**src/logic/psr_pkg.sv**
```systemverilog
// psr_pkg: register map, field positions and carrier types of the pll status readback block
// assumes byte addressing on a 32-bit AHB-Lite bus, one register per aligned word
package psr_pkg;

  localparam int unsigned ADDR_BITS  = 12;
  localparam int unsigned WORD_SHIFT = 2;
  localparam int unsigned IRQ_BITS   = 4;

  // printed offsets are register indices; byte address is four times the index
  localparam logic [ADDR_BITS-1:0] STATUS_INDEX = 12'h01F;
  localparam logic [ADDR_BITS-1:0] MONCFG_INDEX = 12'h01A;
  localparam logic [ADDR_BITS-1:0] STATUS_ADDR  = STATUS_INDEX << WORD_SHIFT;
  localparam logic [ADDR_BITS-1:0] MONCFG_ADDR  = MONCFG_INDEX << WORD_SHIFT;
  localparam logic [ADDR_BITS-1:0] IRQ_STS_ADDR = 12'h080;
  localparam logic [ADDR_BITS-1:0] IRQ_ENA_ADDR = 12'h084;
  localparam logic [ADDR_BITS-1:0] IRQ_CLR_ADDR = 12'h088;

  // status byte fields, then the config threshold select bit
  localparam int unsigned STS_LOCK_BIT  = 0;
  localparam int unsigned STS_FIRST_BIT  = 1;
  localparam int unsigned STS_SECOND_BIT = 2;
  localparam int unsigned STS_OSC_BIT   = 3;
  localparam int unsigned STS_SEL_BIT   = 4;
  localparam int unsigned STS_HOLD_BIT  = 5;
  localparam int unsigned STS_CAL_BIT   = 6;
  localparam int unsigned THRESH_SEL_BIT = 6;

  // interrupt event bits
  localparam int unsigned EV_LOCK_LOST = 0;
  localparam int unsigned EV_LOCK_GOT  = 1;
  localparam int unsigned EV_REF_SWAP  = 2;
  localparam int unsigned EV_HOLD_IN   = 3;

  localparam logic [7:0]          MONCFG_RESET = 8'h00;
  localparam logic [IRQ_BITS-1:0] IRQ_RESET    = 4'h0;
  localparam logic [31:0]         ZERO_WORD    = 32'h0000_0000;
  localparam logic [1:0]          HRESP_OKAY   = 2'h0;

  typedef struct packed {
    logic cal_done;
    logic holdover;
    logic diff_mode;
    logic second_input_chosen;
    logic osc_high;
    logic second_above_hi;
    logic second_above_lo;
    logic first_above_hi;
    logic first_above_lo;
    logic lock;
  } psr_mon_type;

  localparam int unsigned MON_W = $bits(psr_mon_type);

  typedef struct packed {
    logic                 sel;
    logic [ADDR_BITS-1:0] addr;
    logic [1:0]           trans;
    logic                 write;
    logic [2:0]           size;
    logic                 ready;
  } psr_ahb_req_type;

endpackage : psr_pkg

```
**src/logic/psr_top.sv**
```systemverilog
// psr_top: pll readback status register behind an AHB-Lite slave, with monitor select and irq
// assumes status sources are asynchronous levels from loop, monitors and switchover logic
//
// Function
// - bit 4 shows which reference drives loop
// - differential mode forces bit 4 to zero
// - bit 3 high while oscillator above threshold
// - bit 2 tracks second reference above threshold
// - bit 1 tracks first reference above threshold
// - config bit 6 picks the shared threshold
// - bit 0 shows digital lock detect result
// - bit 5 high only while holdover active
`timescale 1ns/1ps
`default_nettype none

module psr_top #(
  parameter int unsigned SYNC_STAGES = 2
) (
  input  wire logic                     mclk,
  input  wire logic                     rst,
  input  wire logic                     hsel,
  input  wire logic [31:0]              haddr,
  input  wire logic [1:0]               htrans,
  input  wire logic                     hwrite,
  input  wire logic [2:0]               hsize,
  input  wire logic [31:0]              hwdata,
  input  wire logic                     hready,
  output logic      [31:0]              hrdata,
  output logic                          hreadyout,
  output logic      [1:0]               hresp,
  input  wire logic                     lock_detect,
  input  wire logic                     first_ref_above_lo,
  input  wire logic                     first_ref_above_hi,
  input  wire logic                     second_ref_above_lo,
  input  wire logic                     second_ref_above_hi,
  input  wire logic                     osc_above_threshold,
  input  wire logic                     second_input_chosen,
  input  wire logic                     differential_mode,
  input  wire logic                     holdover_active,
  input  wire logic                     calibration_done,
  output logic                          threshold_select,
  output logic                          irq
);

  initial begin
    if (SYNC_STAGES < 2) begin
      $error("psr_top: SYNC_STAGES must be at least 2");
    end
  end

  // synchroniser chain; stage 0 only feeds stage 1
  psr_pkg::psr_mon_type                         mon_raw;
  logic [SYNC_STAGES-1:0][psr_pkg::MON_W-1:0]  sync_reg;
  psr_pkg::psr_mon_type                         mon;

  assign mon_raw = '{cal_done: calibration_done, holdover: holdover_active,
                     diff_mode: differential_mode, second_input_chosen: second_input_chosen,
                     osc_high: osc_above_threshold, second_above_hi: second_ref_above_hi,
                     second_above_lo: second_ref_above_lo, first_above_hi: first_ref_above_hi,
                     first_above_lo: first_ref_above_lo, lock: lock_detect};

  always_ff @(posedge mclk or posedge rst) begin
    if (rst) begin
      sync_reg <= '0;
    end else begin
      sync_reg <= {sync_reg[SYNC_STAGES-2:0], mon_raw};
    end
  end

  assign mon = psr_pkg::psr_mon_type'(sync_reg[SYNC_STAGES-1]);

  // bus request capture
  psr_pkg::psr_ahb_req_type req;
  logic                     req_take;
  logic                     rd_take;
  logic                     wr_take;

  assign req = '{sel: hsel, addr: haddr[psr_pkg::ADDR_BITS-1:0], trans: htrans,
                 write: hwrite, size: hsize, ready: hready};
  assign req_take = req.sel && req.trans[1] && req.ready;
  assign rd_take  = req_take && !req.write;
  assign wr_take  = req_take && req.write;

  // live status composition
  logic [7:0] moncfg_reg;
  logic [7:0] moncfg_next;
  logic       thr_hi;
  logic [7:0] status_live;

  assign thr_hi = moncfg_reg[psr_pkg::THRESH_SEL_BIT];
  assign status_live[7] = 1'b0;
  assign status_live[psr_pkg::STS_CAL_BIT]  = mon.cal_done;
  assign status_live[psr_pkg::STS_HOLD_BIT] = mon.holdover;
  // differential pairs read as the first input
  assign status_live[psr_pkg::STS_SEL_BIT]  = mon.second_input_chosen && !mon.diff_mode;
  assign status_live[psr_pkg::STS_OSC_BIT]  = mon.osc_high;
  // one shared threshold for both monitors
  assign status_live[psr_pkg::STS_SECOND_BIT] = thr_hi ? mon.second_above_hi
                                                       : mon.second_above_lo;
  assign status_live[psr_pkg::STS_FIRST_BIT]  = thr_hi ? mon.first_above_hi
                                                       : mon.first_above_lo;
  assign status_live[psr_pkg::STS_LOCK_BIT] = mon.lock;

  // write data phase
  logic                         wr_pend_reg;
  logic [psr_pkg::ADDR_BITS-1:0] wr_addr_reg;
  logic                         wr_moncfg;
  logic                         wr_ena;
  logic                         wr_clr;

  assign wr_moncfg = wr_pend_reg && (wr_addr_reg == psr_pkg::MONCFG_ADDR);
  assign wr_ena    = wr_pend_reg && (wr_addr_reg == psr_pkg::IRQ_ENA_ADDR);
  assign wr_clr    = wr_pend_reg && (wr_addr_reg == psr_pkg::IRQ_CLR_ADDR);
  // no write path exists for the status word
  assign moncfg_next = wr_moncfg ? hwdata[7:0] : moncfg_reg;

  // interrupt events from edges of the synced status
  logic [7:0]                   status_prev_reg;
  logic [psr_pkg::IRQ_BITS-1:0] events;
  logic [psr_pkg::IRQ_BITS-1:0] irq_sts_reg;
  logic [psr_pkg::IRQ_BITS-1:0] irq_sts_next;
  logic [psr_pkg::IRQ_BITS-1:0] irq_ena_reg;
  logic [psr_pkg::IRQ_BITS-1:0] irq_ena_next;
  logic [psr_pkg::IRQ_BITS-1:0] clr_mask;

  assign events[psr_pkg::EV_LOCK_LOST] = status_prev_reg[psr_pkg::STS_LOCK_BIT]
                                         && !status_live[psr_pkg::STS_LOCK_BIT];
  assign events[psr_pkg::EV_LOCK_GOT]  = !status_prev_reg[psr_pkg::STS_LOCK_BIT]
                                         && status_live[psr_pkg::STS_LOCK_BIT];
  assign events[psr_pkg::EV_REF_SWAP]  = status_prev_reg[psr_pkg::STS_SEL_BIT]
                                         != status_live[psr_pkg::STS_SEL_BIT];
  assign events[psr_pkg::EV_HOLD_IN]   = !status_prev_reg[psr_pkg::STS_HOLD_BIT]
                                         && status_live[psr_pkg::STS_HOLD_BIT];
  assign clr_mask     = wr_clr ? hwdata[psr_pkg::IRQ_BITS-1:0] : psr_pkg::IRQ_RESET;
  // set wins over a clear in the same cycle
  assign irq_sts_next = (irq_sts_reg & ~clr_mask) | events;
  assign irq_ena_next = wr_ena ? hwdata[psr_pkg::IRQ_BITS-1:0] : irq_ena_reg;

  // read mux, captured in the address phase so hrdata comes from a flop
  logic [31:0] rd_mux;
  logic [31:0] hrdata_reg;
  logic [31:0] hrdata_next;

  assign rd_mux = (req.addr == psr_pkg::STATUS_ADDR)  ? {24'h00_0000, status_live} :
                  (req.addr == psr_pkg::MONCFG_ADDR)  ? {24'h00_0000, moncfg_reg} :
                  (req.addr == psr_pkg::IRQ_STS_ADDR) ? {28'h000_0000, irq_sts_reg} :
                  (req.addr == psr_pkg::IRQ_ENA_ADDR) ? {28'h000_0000, irq_ena_reg} :
                  psr_pkg::ZERO_WORD;
  assign hrdata_next = rd_take ? rd_mux : hrdata_reg;

  always_ff @(posedge mclk or posedge rst) begin
    if (rst) begin
      wr_pend_reg <= 1'b0;
      wr_addr_reg <= '0;
      hrdata_reg  <= psr_pkg::ZERO_WORD;
    end else begin
      wr_pend_reg <= wr_take;
      wr_addr_reg <= req.addr;
      hrdata_reg  <= hrdata_next;
    end
  end

  always_ff @(posedge mclk or posedge rst) begin
    if (rst) begin
      moncfg_reg      <= psr_pkg::MONCFG_RESET;
      status_prev_reg <= 8'h00;
      irq_sts_reg     <= psr_pkg::IRQ_RESET;
      irq_ena_reg     <= psr_pkg::IRQ_RESET;
    end else begin
      moncfg_reg      <= moncfg_next;
      status_prev_reg <= status_live;
      irq_sts_reg     <= irq_sts_next;
      irq_ena_reg     <= irq_ena_next;
    end
  end

  // zero wait states keep the slave trivially compliant
  assign hreadyout        = 1'b1;
  assign hresp            = psr_pkg::HRESP_OKAY;
  assign hrdata           = hrdata_reg;
  assign threshold_select = thr_hi;
  assign irq              = |(irq_sts_reg & irq_ena_reg);
endmodule : psr_top

`default_nettype wire

```
**config.mk**
```make
export PLATFORM = sky130hd
export DESIGN_NAME = psr_top
export DESIGN_NICKNAME = d
export VERILOG_FILES = /design/src/logic/psr_pkg.sv /design/src/logic/psr_top.sv
export SDC_FILE = /design/constraint.sdc
export NUM_CORES = 1
export LEC_CHECK = 0
export BUFFER_PORTS_ARGS = -buffer_cell sky130_fd_sc_hd__buf_2
export CORE_ASPECT_RATIO = 0.75
export CORE_MARGIN = 4
export CORE_UTILIZATION = 40
export DETAILED_ROUTE_END_ITERATION = 6
export PLACE_DENSITY = 0.72
export SLEW_MARGIN = 20
export SYNTH_ARGS = -nofsm -noshare
export SYNTH_HDL_FRONTEND = slang
export SYNTH_SLANG_ARGS = --single-unit
```
**constraint.sdc**
```tcl
create_clock -name mclk -period 1.8 [get_ports mclk]
set_input_delay 0.18 -clock mclk [delete_from_list [all_inputs] [get_ports mclk]]
set_output_delay 0.18 -clock mclk [all_outputs]
set_load 0.005 [all_outputs]
```
; Yosys cells after proc, flatten, opt, wreduce, memory -nomap -nowiden
; Cells that the tools add are included.
[op_classes]
n_addsub = 0
mul = 0
n_div = 0
n_lt_le_gt_ge = 0
n_eq_ne = 8
n_shift = 0
mux = 7
bitwise_logic = 4
reduce_logical = 17
[op_table]
columns = op, n
row1 = 12-bit by 8-bit == test with 1-bit output (second input constant), 4
row2 = 12-bit by 7-bit == test with 1-bit output (second input constant), 3
row3 = 8-bit 2-to-1 mux, 2
row4 = 4-bit 2-to-1 mux, 3
row5 = 1-bit logical AND, 11
row6 = 4-bit bitwise AND, 2
row7 = 1-bit zero test, 5
row8 = 4-bit inverter, 1
row9 = 4-bit OR, 1
row10 = 4-bit OR reduction, 1
row11 = 1-bit 2-to-1 mux, 2
row12 = 1-bit != test, 1
[totals]
regBits = 87
latch_bits = 0
ramBits = 0
romBits = 0
input_bits = 84
output_inout_bits = 37
word_cells = 45
n_memories = 0

; Longest topological paths before layout
; Gate-level depths: netlist of run 1.
[depth]
depth_word = 6
ltp_mapped = 5
depth_no_buf = 4

; Worst setup path after synthesis of run 1
; No wires, ideal clock.
[synth_path]
path_type = register -> register
startpoint = register wr_addr_reg[8] (netlist bit)
endpoint = register moncfg_reg[0]
t_arrival_ns = 1.827
t_required_ns = 1.675
path_slack_ns = -0.152
stages_incl_launch_ff = 5
synth_period_minus_slack_ns = 1.952
cell_sequence = dfrtp_1 or4b_4 or4_4 buf_6 mux2_4
[synth_via]
elab_chain_len = 2
[synth_rtl]
columns = element, line
row1 = "start, declared", psr_top.sv:106  ; logic [psr_pkg::ADDR_BITS-1:0] wr_addr_reg;
row2 = "start signal, assigned", psr_top.sv:158  ; wr_addr_reg <= req.addr;
row3 = 12-bit by 7-bit == test with 1-bit output, psr_top.sv:111  ; assign wr_moncfg = wr_pend_reg && (wr_addr_reg == psr_pkg::MONCFG_ADDR);
row4 = 1-bit logical AND, psr_top.sv:111
row5 = "end signal, assigned", psr_top.sv:165  ; moncfg_reg <= psr_pkg::MONCFG_RESET;
row6 = "end signal, assigned", psr_top.sv:170  ; moncfg_reg <= moncfg_next;
row7 = "end, declared", psr_top.sv:85  ; logic [7:0] moncfg_reg;
; No other way between the ends.
; A chain may end at the register's enable or synchronous reset.

; Final worst setup path of run 1
[layout_path]
startpoint = register wr_addr_reg[10] (netlist bit)
endpoint = register moncfg_reg[2]
; The elaborated chain is that of the path after synthesis.

==> key figures, run 1 <==
GRT
  • Global-route wire length before repair: 7.80 mm
  • Vias in the first global route: 1613
  • Pin count of the biggest net entering global routing: 61
  • All-Layer GR Usage: 0.141
  • GR Overflow Total: 0
  • Initial antenna violation count: 0

Layout
  • Area occupied by multi-input gates: 793 sq um
  • Area occupied by registers: 1500 sq um
  • Final Cell Area: 3160 sq um
  • Final Non-Filler Cells: 344
  • Share of layout cells above drive strength 1: 0.368
  • Number of flip-flops in the largest register: 12
  • Fill count: 489
  • Post-layout net count: 345
  • Ant. Diodes: 0
  • Area growth syn-to-layout: 30.0%

Timing
  • Final WS setup: -170 ps
  • Skew final: 6.36 ps
  • Final setup fails: 14
  • Min Hold Slack: 66.9 ps
  • RSZ-0062 raised after global routing: yes
  • Final slew viol count: 0
  • Fmax: 0.508 GHz
  • Hold Vio Cnt, Final: 0
  • Period utilization: 1.09
  • Min cycle time layout: 1970 ps

Setup path
  • CP cell instances: or4b_4 > or4_4 > mux2_4
  • Slowest cell on the critical path: or4_4
  • Crit. End Element: flip-flop
  • Startpoint Class: flip-flop
  • Worst Path Class, Setup: flip-flop to flip-flop
  • Worst path max stage delay: 620 ps
  • Crit path required time: 2020 ps
  • WP data arrival: 2190 ps
  • Worst-path fanout max: 8

Pwr
  • Max IR drop VDD: 600 uV
  • PwrDens: 947 nW/um^2
  • Cell internal pwr: 0.00236 W
  • Clock group share of total power: 0.435
  • Logic pwr share: 0.079
  • Share of power burned in registers: 0.486
  • P_sw: 0.000636 W
  • LEAKAGE: 1.56 nW
  • Switching fraction of total power: 0.212

Detailed routing
  • Remaining DRCs: 0
  • 1st-pass router iterations: 5
  • Routed wire length: 4.95 mm
  • DR iter-0 viols: 79
  • Vias per Instance: 4.60
  • WL/cell: 14.4 microns
  • ANT nets after route: 0
  • Routed vias: 1581

Yosys
  • Post-synth cell types: 39
  • Average instance area after synthesis: 13.7 sq um
  • Most common cell in the netlist: dfrtp_1
  • Largest cells by area after synthesis: dfrtp_1 (62%), buf_4 (8.3%), mux2_4 (7.4%)
  • Synth warnings: 0
  • Mapped Cells: 177
  • Mapped Area: 2430 sq um
  • Top cell type's share of synthesized area: 0.618
  • Ys async rst share: 1.00
  • Sequential-to-total area share from yosys stat: 0.618
  • Post-synth top area cell: dfrtp_1
  • Seq cells post-synth: 60
  • Ys flop type: dfrtp_1
  • Synth cell count leaders: dfrtp_1 (60), buf_4 (27), mux2_4 (12)
  • Post-synth EDFFs: 0

Outcome
  • Failing checks: setup timing
  • Outcome: finished with violations

Clock network
  • CTS Buf Count: 9
  • CTS tree: done
  • Htree depth: 3
  • Clock-pin slew on the worst setup and hold paths: 60 ps
  • Worst skew pair latency: 330 ps
  • Largest buffer count on any clock path: 2
  • CTS sink count: 60
  • CTS root buffer: clkbuf_8

Placed design
  • GP Congestion: 0.803
  • Placement Cell Area: 2720 sq um
  • Detailed Place HPWL: 3.46 mm
  • Pre-CTS WS: -178 ps
  • IO Port Bufs: 45
  • DP Cell Count: 305

Floorplan
  • Io pins: 121
  • Row count: 24
  • Core Footprint: 5860 sq um
  • Die Y: 75.5 microns
  • Die width: 98.0 microns
  • Initial Util: 0.415
  • Die ar.: 7400 sq um

Job
  • Max Cap Violations: 0

Min path
  • Hold Path Class: input port to flip-flop
-- layout by cell type, fill, tap and decap left out, types with 2 or more instances in the layout --
cell type	instances
a211o_1	3
a221oi_1	4
a22o_1	2
a22oi_1	2
and2_1	3
and3_1	3
buf_2	45
buf_4	10
bufinv_16	2
clkbuf_8	10
clkinv_2	3
conb_1	27
dfrtp_1	60
dlygate4sd3_1	22
inv_1	2
mux2_2	4
mux2_4	12
mux2i_1	2
nand2_1	10
nand4b_1	2
nor2_1	5
nor3_1	4
nor4_1	2
o22ai_1	2
or2_2	3
or4_4	3
or4b_1	2
-- path summary, 6_finish.rpt --
path,startpoint,endpoint,slack (ps),cells past startpoint
worst min register to register,sync_reg[7],mon[7],350,0
worst max-delay path,wr_addr_reg[10],moncfg_reg[2],-170,3
max in group asynchronous,rst,irq_sts_reg[2],1100,4
worst max register to register,wr_addr_reg[10],moncfg_reg[2],-170,3
min in group asynchronous,rst,wr_addr_reg[11],450,4
worst min-delay path,haddr[2],wr_addr_reg[2],70,1
-- power by group through the flow --
stage                     Sequential, W  Combinational, W  Clock, W
after detailed placement        0.00148          0.000201         0
after global placement          0.00148          0.000195         0
after global routing            0.00146          0.000266   0.00140
final                           0.00145          0.000238   0.00130
after floorplan                 0.00147          0.000144         0
after CTS                       0.00146          0.000238   0.00134
-- through the flow --
| step | utilization | power (W) | TNS (ps) |
|---|---|---|---|
| 4_1_cts | 0.540 | 0.00303 | -2070 |
| 6_report | 0.540 | 0.00299 | -1980 |
| 5_1_grt | 0.540 | 0.00313 | -2720 |
| 2_1_floorplan | - | 0.00162 | -1440 |
| 3_5_place_dp | 0.464 | 0.00168 | -2070 |
| 3_3_place_gp | 0.464 | 0.00167 | -1680 |
-- final cells by class --
type	instances	area share
flip-flops and latches	60	0.475
inverters	3	0.00356
clock inverters	5	0.0238
well taps	78	0.0309
clock buffers	11	0.0447
repair buffers	78	0.171
multi-input cells	109	0.251
-- critical path, delay by kind of cell (launching register included) --
family,cells,cell delay [ps]
muxes,1,330
and+or+nand+nor,2,1160
DFF,1,360
-- per-layer routing --
metal,track usage,wire length [microns]
met3,0.0686,358
met2,0.225,2420
met1,0.173,2150
met4,0.0415,13
met5,0,0
-- cells by family (layout without fill, tap and decap cells) --
kind of cell           after synthesis  in the layout  share of synthesized area
other                                2             27                    0.00309
AO/OA/AOI/OAI                       16             16                     0.0540
flip-flops                          60             60                      0.618
buffers and inverters               33             97                     0.0962
AND/OR/NAND/NOR                     47             47                      0.125
multiplexers                        18             18                      0.101
XOR/XNOR                             1              1                    0.00360
-- timing repair --
action	CTS	global route
buffers inserted	1	0
hold buffers	22	0
setup endpoints to repair	12	16
resized for setup	0	0
hold endpoints to repair	81	0
pin swaps	2	0
Note: power is estimated with default switching activity, not from simulation.
==> run 2: changes to the inputs <==
--- a/config.mk
+++ b/config.mk
@@ -5,12 +5,12 @@
 export SDC_FILE = /design/constraint.sdc
 export NUM_CORES = 1
 export LEC_CHECK = 0
-export BUFFER_PORTS_ARGS = -buffer_cell sky130_fd_sc_hd__buf_2
 export CORE_ASPECT_RATIO = 0.75
 export CORE_MARGIN = 4
 export CORE_UTILIZATION = 40
 export DETAILED_ROUTE_END_ITERATION = 6
-export PLACE_DENSITY = 0.72
+export DONT_BUFFER_PORTS = 1
+export PLACE_DENSITY = 0.54
 export SLEW_MARGIN = 20
 export SYNTH_ARGS = -nofsm -noshare
 export SYNTH_HDL_FRONTEND = slang
==> key figures, run 2 (same netlist as run 1, synthesis figures left out) <==
Clock network
  • Clock-pin slew on the worst setup and hold paths: 60 ps (about the same)
  • Setup bufs post-CTS: 0 (was 1)
  • CTS tree: done (unchanged)
  • Htree depth: 3 (unchanged)
  • Worst skew pair latency: 320 ps (was 330 ps)
  • CTS sink count: 60 (unchanged)
  • CTS Buf Count: 9 (unchanged)
  • CTS root buffer: clkbuf_8 (unchanged)
  • Largest buffer count on any clock path: 2 (unchanged)

Timing
  • Period utilization: 1.10 (was 1.09)
  • Skew final: 4.08 ps (was 6.36 ps)
  • RSZ-0062 raised after global routing: yes (unchanged)
  • Final slew viol count: 0 (unchanged)
  • Min Hold Slack: 25.7 ps (was 66.9 ps)
  • Fmax: 0.506 GHz (was 0.508 GHz)
  • Total Neg Setup Slack: -1800 ps (was -1980 ps)
  • Min cycle time layout: 1980 ps (was 1970 ps)
  • Final WS setup: -176 ps (was -170 ps)
  • Hold Vio Cnt, Final: 0 (unchanged)
  • Final setup fails: 12 (was 14)

Setup path
  • Worst path max stage delay: 620 ps (about the same)
  • Worst r2r src: wr_addr_reg[1] (was wr_addr_reg[10])
  • Startpoint Class: flip-flop (unchanged)
  • Worst Path Class, Setup: flip-flop to flip-flop (unchanged)
  • Worst-path fanout max: 8 (unchanged)
  • Crit path required time: 2010 ps (was 2020 ps)
  • Reg-to-reg endpoint: moncfg_reg[3] (was moncfg_reg[2])
  • CP cell instances: or4b_4 > or4_4 > mux2_4 (unchanged)
  • Crit. End Element: flip-flop (unchanged)
  • WP data arrival: 2190 ps (about the same)
  • Worst R2R Setup Slack: -180 ps (was -170 ps)
  • Largest delay share family, worst path: simple AND/OR/NAND/NOR gates (unchanged)
  • R2R cell count: 3 (unchanged)
  • Buf/Inv on CP: 0 (unchanged)
  • Slowest cell on the critical path: or4_4 (unchanged)

GRT
  • Global-route wire length before repair: 7.62 mm (was 7.80 mm)
  • GR Overflow Total: 0 (unchanged)
  • Vias in the first global route: 1486 (was 1613)
  • All-Layer GR Usage: 0.140 (was 0.141)
  • Initial antenna violation count: 0 (unchanged)
  • Pin count of the biggest net entering global routing: 42 (was 61)

Detailed routing
  • Vias per Instance: 4.86 (was 4.60)
  • 1st-pass router iterations: 4 (was 5)
  • DR iter-0 viols: 62 (was 79)
  • WL/cell: 15.7 microns (was 14.4 microns)
  • Remaining DRCs: 0 (unchanged)
  • Routed wire length: 4.76 mm (was 4.95 mm)
  • ANT nets after route: 0 (unchanged)
  • Routed vias: 1477 (was 1581)

Floorplan
  • Die width: 98.0 microns (unchanged)
  • Core Footprint: 5860 sq um (unchanged)
  • Die ar.: 7400 sq um (unchanged)
  • Row count: 24 (unchanged)
  • Io pins: 121 (unchanged)
  • Die Y: 75.5 microns (unchanged)
  • Initial Util: 0.415 (unchanged)

Min path
  • Worst hold path cell count: 2 (was 1)
  • Hold Path Sink: irq_sts_reg[2] (was wr_addr_reg[2])
  • Hold Path Class: input port to flip-flop (unchanged)
  • HP Start: hwdata[2] (was haddr[2])

Outcome
  • Failing checks: setup timing (unchanged)
  • Outcome: finished with violations (unchanged)

Placed design
  • Placement Cell Area: 2480 sq um (was 2720 sq um)
  • Detailed Place HPWL: 3.33 mm (was 3.46 mm)
  • IO Port Bufs: 0 (was 45)
  • GP Congestion: 0.780 (was 0.803)

Layout
  • Fill count: 513 (was 489)
  • Post-layout net count: 307 (was 345)
  • Number of flip-flops in the largest register: 12 (unchanged)
  • Most common cell after layout, fill and taps aside: dfrtp_1 (unchanged)
  • Ant. Diodes: 0 (unchanged)
  • Area growth syn-to-layout: 23.0% (was 30.0%)
  • Share of layout cells above drive strength 1: 0.217 (was 0.368)
  • Most frequent cells in the layout: dfrtp_1 (60), dlygate4sd3_1 (32), conb_1 (27), mux2_4 (12), clkbuf_8 (11) (was dfrtp_1 (60), buf_2 (45), conb_1 (27), dlygate4sd3_1 (22), mux2_4 (12))
  • Final Cell Area: 2990 sq um (was 3160 sq um)

Job
  • Max Cap Violations: 0 (unchanged)

Pwr
  • LEAKAGE: 1.39 nW (was 1.56 nW)
  • PwrDens: 938 nW/um^2 (was 947 nW/um^2)
  • Max IR drop VDD: 391 uV (was 600 uV)
## run 2: metrics by stage
step,setup slack (ps),util,total power (W),cells
floorplan,-128,-,0.00162,202
global placement,-173,0.423,0.00161,258
detailed placement,-182,0.423,0.00161,258
CTS,-178,0.511,0.00284,304
global route,-209,0.511,0.00295,304
finish,-176,0.511,0.00280,304
## run 2: power breakdown
group	switching (W)	total [W]	internal, W
combinational	0.0000831	0.000186	0.000103
sequential	0.0000400	0.00146	0.00142
clock	0.000460	0.00116	0.000697
total	0.000583	0.00280	0.00222
## run 2: timing repair
action | in CTS | in global routing
hold buffers | 32 | 0
gates resized for setup | 1 | 0
endpoints found under the hold margin | 54 | 0
pin swaps | 1 | 1
cloned | 0 | 0
setup endpoints to repair | 12 | 15
## run 2: how the worst max path moves through the flow
stage	start	end	slack, ps	depth (start not counted)
after floorplan	wr_addr_reg[1]	moncfg_reg[0]	-130	4
after global placement	wr_addr_reg[1]	moncfg_reg[4]	-170	3
after detailed placement	wr_addr_reg[1]	moncfg_reg[5]	-180	3
after CTS	wr_addr_reg[1]	moncfg_reg[3]	-180	3
after global routing	wr_addr_reg[1]	moncfg_reg[2]	-210	3
final	wr_addr_reg[1]	moncfg_reg[3]	-180	3
## run 2: layout make-up
type	instances	area, sq um	area share
clock buffer	12	155	0.0519
clock inverter	2	35.0	0.0117
inverter	3	11.3	0.00377
multi-input combinational	109	797	0.267
sequential	60	1500	0.502
tap	78	97.6	0.0326
timing repair buffer	40	393	0.131
## run 2: layer usage
metal	track usage	wire length [microns]	vias up
li1	-	-	662
met1	0.174	2160	739
met2	0.212	2120	67
met3	0.0714	407	9
met4	0.0538	78	0
met5	0	0	-
==> run 3: changes to the inputs <==
--- a/config.mk
+++ b/config.mk
@@ -7,10 +7,11 @@
 export LEC_CHECK = 0
 export CORE_ASPECT_RATIO = 0.75
 export CORE_MARGIN = 4
-export CORE_UTILIZATION = 40
+export CORE_UTILIZATION = 50
+export CTS_BUF_LIST = sky130_fd_sc_hd__clkbuf_8
 export DETAILED_ROUTE_END_ITERATION = 6
 export DONT_BUFFER_PORTS = 1
-export PLACE_DENSITY = 0.54
+export PLACE_DENSITY = 0.66
 export SLEW_MARGIN = 20
 export SYNTH_ARGS = -nofsm -noshare
 export SYNTH_HDL_FRONTEND = slang
==> key figures, run 3 (same netlist as run 1, synthesis figures left out) <==
Clock network
  • Worst skew pair latency: 340 ps (was 320 ps)
  • Htree depth: 3 (unchanged)
  • Setup bufs post-CTS: 0 (unchanged)
  • Clock-pin slew on the worst setup and hold paths: 70 ps (was 60 ps)
  • Largest buffer count on any clock path: 2 (unchanged)
  • CTS tree: done (unchanged)
  • CTS sink count: 60 (unchanged)
  • CTS root buffer: clkbuf_8 (unchanged)
  • CTS Buf Count: 9 (unchanged)

Setup path
  • WP data arrival: 2220 ps (was 2190 ps)
  • Worst Path Class, Setup: flip-flop to flip-flop (unchanged)
  • Slowest cell on the critical path: or4_4 (unchanged)
  • Buf/Inv on CP: 0 (unchanged)
  • Worst r2r src: wr_addr_reg[1] (unchanged)
  • Worst-path fanout max: 8 (unchanged)
  • Worst R2R Setup Slack: -190 ps (was -180 ps)
  • Startpoint Class: flip-flop (unchanged)
  • R2R cell count: 3 (unchanged)
  • Reg-to-reg endpoint: moncfg_reg[4] (was moncfg_reg[3])
  • Crit path required time: 2030 ps (was 2010 ps)
  • Largest delay share family, worst path: simple AND/OR/NAND/NOR gates (unchanged)
  • CP cell instances: or4b_4 > or4_4 > mux2_4 (unchanged)
  • Worst path max stage delay: 620 ps (about the same)
  • Crit. End Element: flip-flop (unchanged)

Layout
  • Fill count: 327 (was 513)
  • Final core utilization: 0.661 (was 0.511)
  • Area occupied by multi-input gates: 797 sq um (unchanged)
  • Area growth syn-to-layout: 24.2% (was 23.0%)
  • Most frequent cells in the layout: dfrtp_1 (60), dlygate4sd3_1 (33), conb_1 (27), mux2_4 (12), clkbuf_8 (12) (was dfrtp_1 (60), dlygate4sd3_1 (32), conb_1 (27), mux2_4 (12), clkbuf_8 (11))
  • Number of flip-flops in the largest register: 12 (unchanged)
  • Final Non-Filler Cells: 286 (was 304)
  • Share of layout cells above drive strength 1: 0.223 (was 0.217)
  • Post-layout net count: 308 (was 307)
  • Area occupied by registers: 1500 sq um (unchanged)
  • Ant. Diodes: 0 (unchanged)
  • Most common cell after layout, fill and taps aside: dfrtp_1 (unchanged)

Floorplan
  • Row count: 21 (was 24)
  • Die Y: 68.4 microns (was 75.5 microns)
  • Core Footprint: 4570 sq um (was 5860 sq um)
  • Io pins: 121 (unchanged)
  • Die ar.: 6050 sq um (was 7400 sq um)
  • Initial Util: 0.532 (was 0.415)
  • Die width: 88.5 microns (was 98.0 microns)

Timing
  • Hold Vio Cnt, Final: 0 (unchanged)
  • Period utilization: 1.11 (was 1.10)
  • Final WS setup: -191 ps (was -176 ps)
  • Skew final: 4.88 ps (was 4.08 ps)
  • Fmax: 0.502 GHz (was 0.506 GHz)
  • Final slew viol count: 0 (unchanged)
  • Worst-margin pin slew: 563 ps
  • RSZ-0062 raised after global routing: yes (unchanged)
  • Final setup fails: 12 (unchanged)
  • Relative slew margins: 0.624
  • Min cycle time layout: 1990 ps (was 1980 ps)

GRT
  • Global routing's busiest layer: met2 (unchanged)
  • Initial antenna violation count: 0 (unchanged)
  • Global-route wire length before repair: 7.75 mm (was 7.62 mm)
  • Vias in the first global route: 1558 (was 1486)
  • GR Overflow Total: 0 (unchanged)
  • Pin count of the biggest net entering global routing: 28 (was 42)
  • GRT met3 Usage: 0.0866 (was 0.0714)
  • All-Layer GR Usage: 0.184 (was 0.140)
  • M1 GR Usage: 0.217 (was 0.174)
  • Global routing usage on met2: 0.290 (was 0.212)

Placed design
  • IO Port Bufs: 0 (unchanged)
  • Detailed Place HPWL: 3.42 mm (was 3.33 mm)
  • DP Cell Count: 237 (was 258)
  • GP Congestion: 0.795 (was 0.780)

Min path
  • Hold Path Class: input port to flip-flop (unchanged)
  • HP Start: hwdata[0] (was hwdata[2])
  • Worst hold path cell count: 2 (unchanged)
  • Hold Path Sink: irq_sts_reg[0] (was irq_sts_reg[2])

Pwr
  • Max IR drop VDD: 659 uV (was 391 uV)
  • PwrDens: 1010 nW/um^2 (was 938 nW/um^2)
  • LEAKAGE: 1.42 nW (was 1.39 nW)

Detailed routing
  • Routed wire length: 5.00 mm (was 4.76 mm)
  • Vias per Instance: 5.30 (was 4.86)
  • WL/cell: 17.5 microns (was 15.7 microns)
  • ANT nets after route: 0 (unchanged)
  • Routed vias: 1517 (was 1477)
  • DR iter-0 viols: 111 (was 62)
  • Remaining DRCs: 0 (unchanged)
  • 1st-pass router iterations: 4 (unchanged)

Outcome
  • Failing checks: setup timing (unchanged)
  • Outcome: finished with violations (unchanged)

Job
  • Max Cap Violations: 0 (unchanged)
## run 3: cell count changes in the layout (fill, tap and decap cells not counted)
cell           delta
bufinv_16         +1
clkbuf_8          +1
dlygate4sd3_1     +1
clkinvlp_4        +1
clkbuf_1          -1
clkinv_2          -1
inv_1             +1
## run 3: area by class of cell
| class | count | share of cell area |
|---|---|---|
| Sequential cell | 60 | 0.497 |
| Multi-Input combinational cell | 109 | 0.264 |
| Timing Repair Buffer | 41 | 0.133 |
| Clock buffer | 12 | 0.0547 |
| Clock inverter | 4 | 0.0236 |
| Tap cell | 57 | 0.0236 |
| Inverter | 3 | 0.00373 |
## run 3: how the worst max path moves through the flow
stage                   start             to  slack [ps]  cells after the start
2_1_floorplan  wr_addr_reg[1]  moncfg_reg[0]        -130                      4
3_3_place_gp   wr_addr_reg[1]  moncfg_reg[4]        -170                      3
3_5_place_dp   wr_addr_reg[1]  moncfg_reg[4]        -170                      3
4_1_cts        wr_addr_reg[1]  moncfg_reg[4]        -180                      3
5_1_grt        wr_addr_reg[1]  moncfg_reg[1]        -210                      3
6_report       wr_addr_reg[1]  moncfg_reg[4]        -190                      3
## run 3: metal layers
layer  up-vias  share of wire
li1        662              -
met3        11           0.11
met2        79           0.48
met5         -              0
met4         0          0.013
met1       765           0.40
## run 3: per-stage QoR
stage,area (sq um),setup TNS [ps],hold WS (ps),setup WS (ps),power [W]
6_report,3020,-2030,23.8,-191,0.00304
2_1_floorplan,2540,-1440,211,-128,0.00162
3_5_place_dp,2450,-1720,155,-173,0.00162
3_3_place_gp,2450,-1700,138,-171,0.00161
5_1_grt,3020,-2240,15.9,-206,0.00317
4_1_cts,3010,-1850,1.81,-183,0.00306
## run 3: what timing repair did
item,in CTS,in global routing
endpoints found under the hold margin,60,1
setup endpoints to repair,12,12
pin swaps,0,0
hold buffers,32,1
gates resized for setup,0,1
## run 3: report_power, final
part | switching (W) | total, W | internal [W]
Clock | 0.000498 | 0.00139 | 0.000887
Combinational | 0.0000856 | 0.000191 | 0.000105
Sequential | 0.0000430 | 0.00146 | 0.00142
Total | 0.000627 | 0.00304 | 0.00241
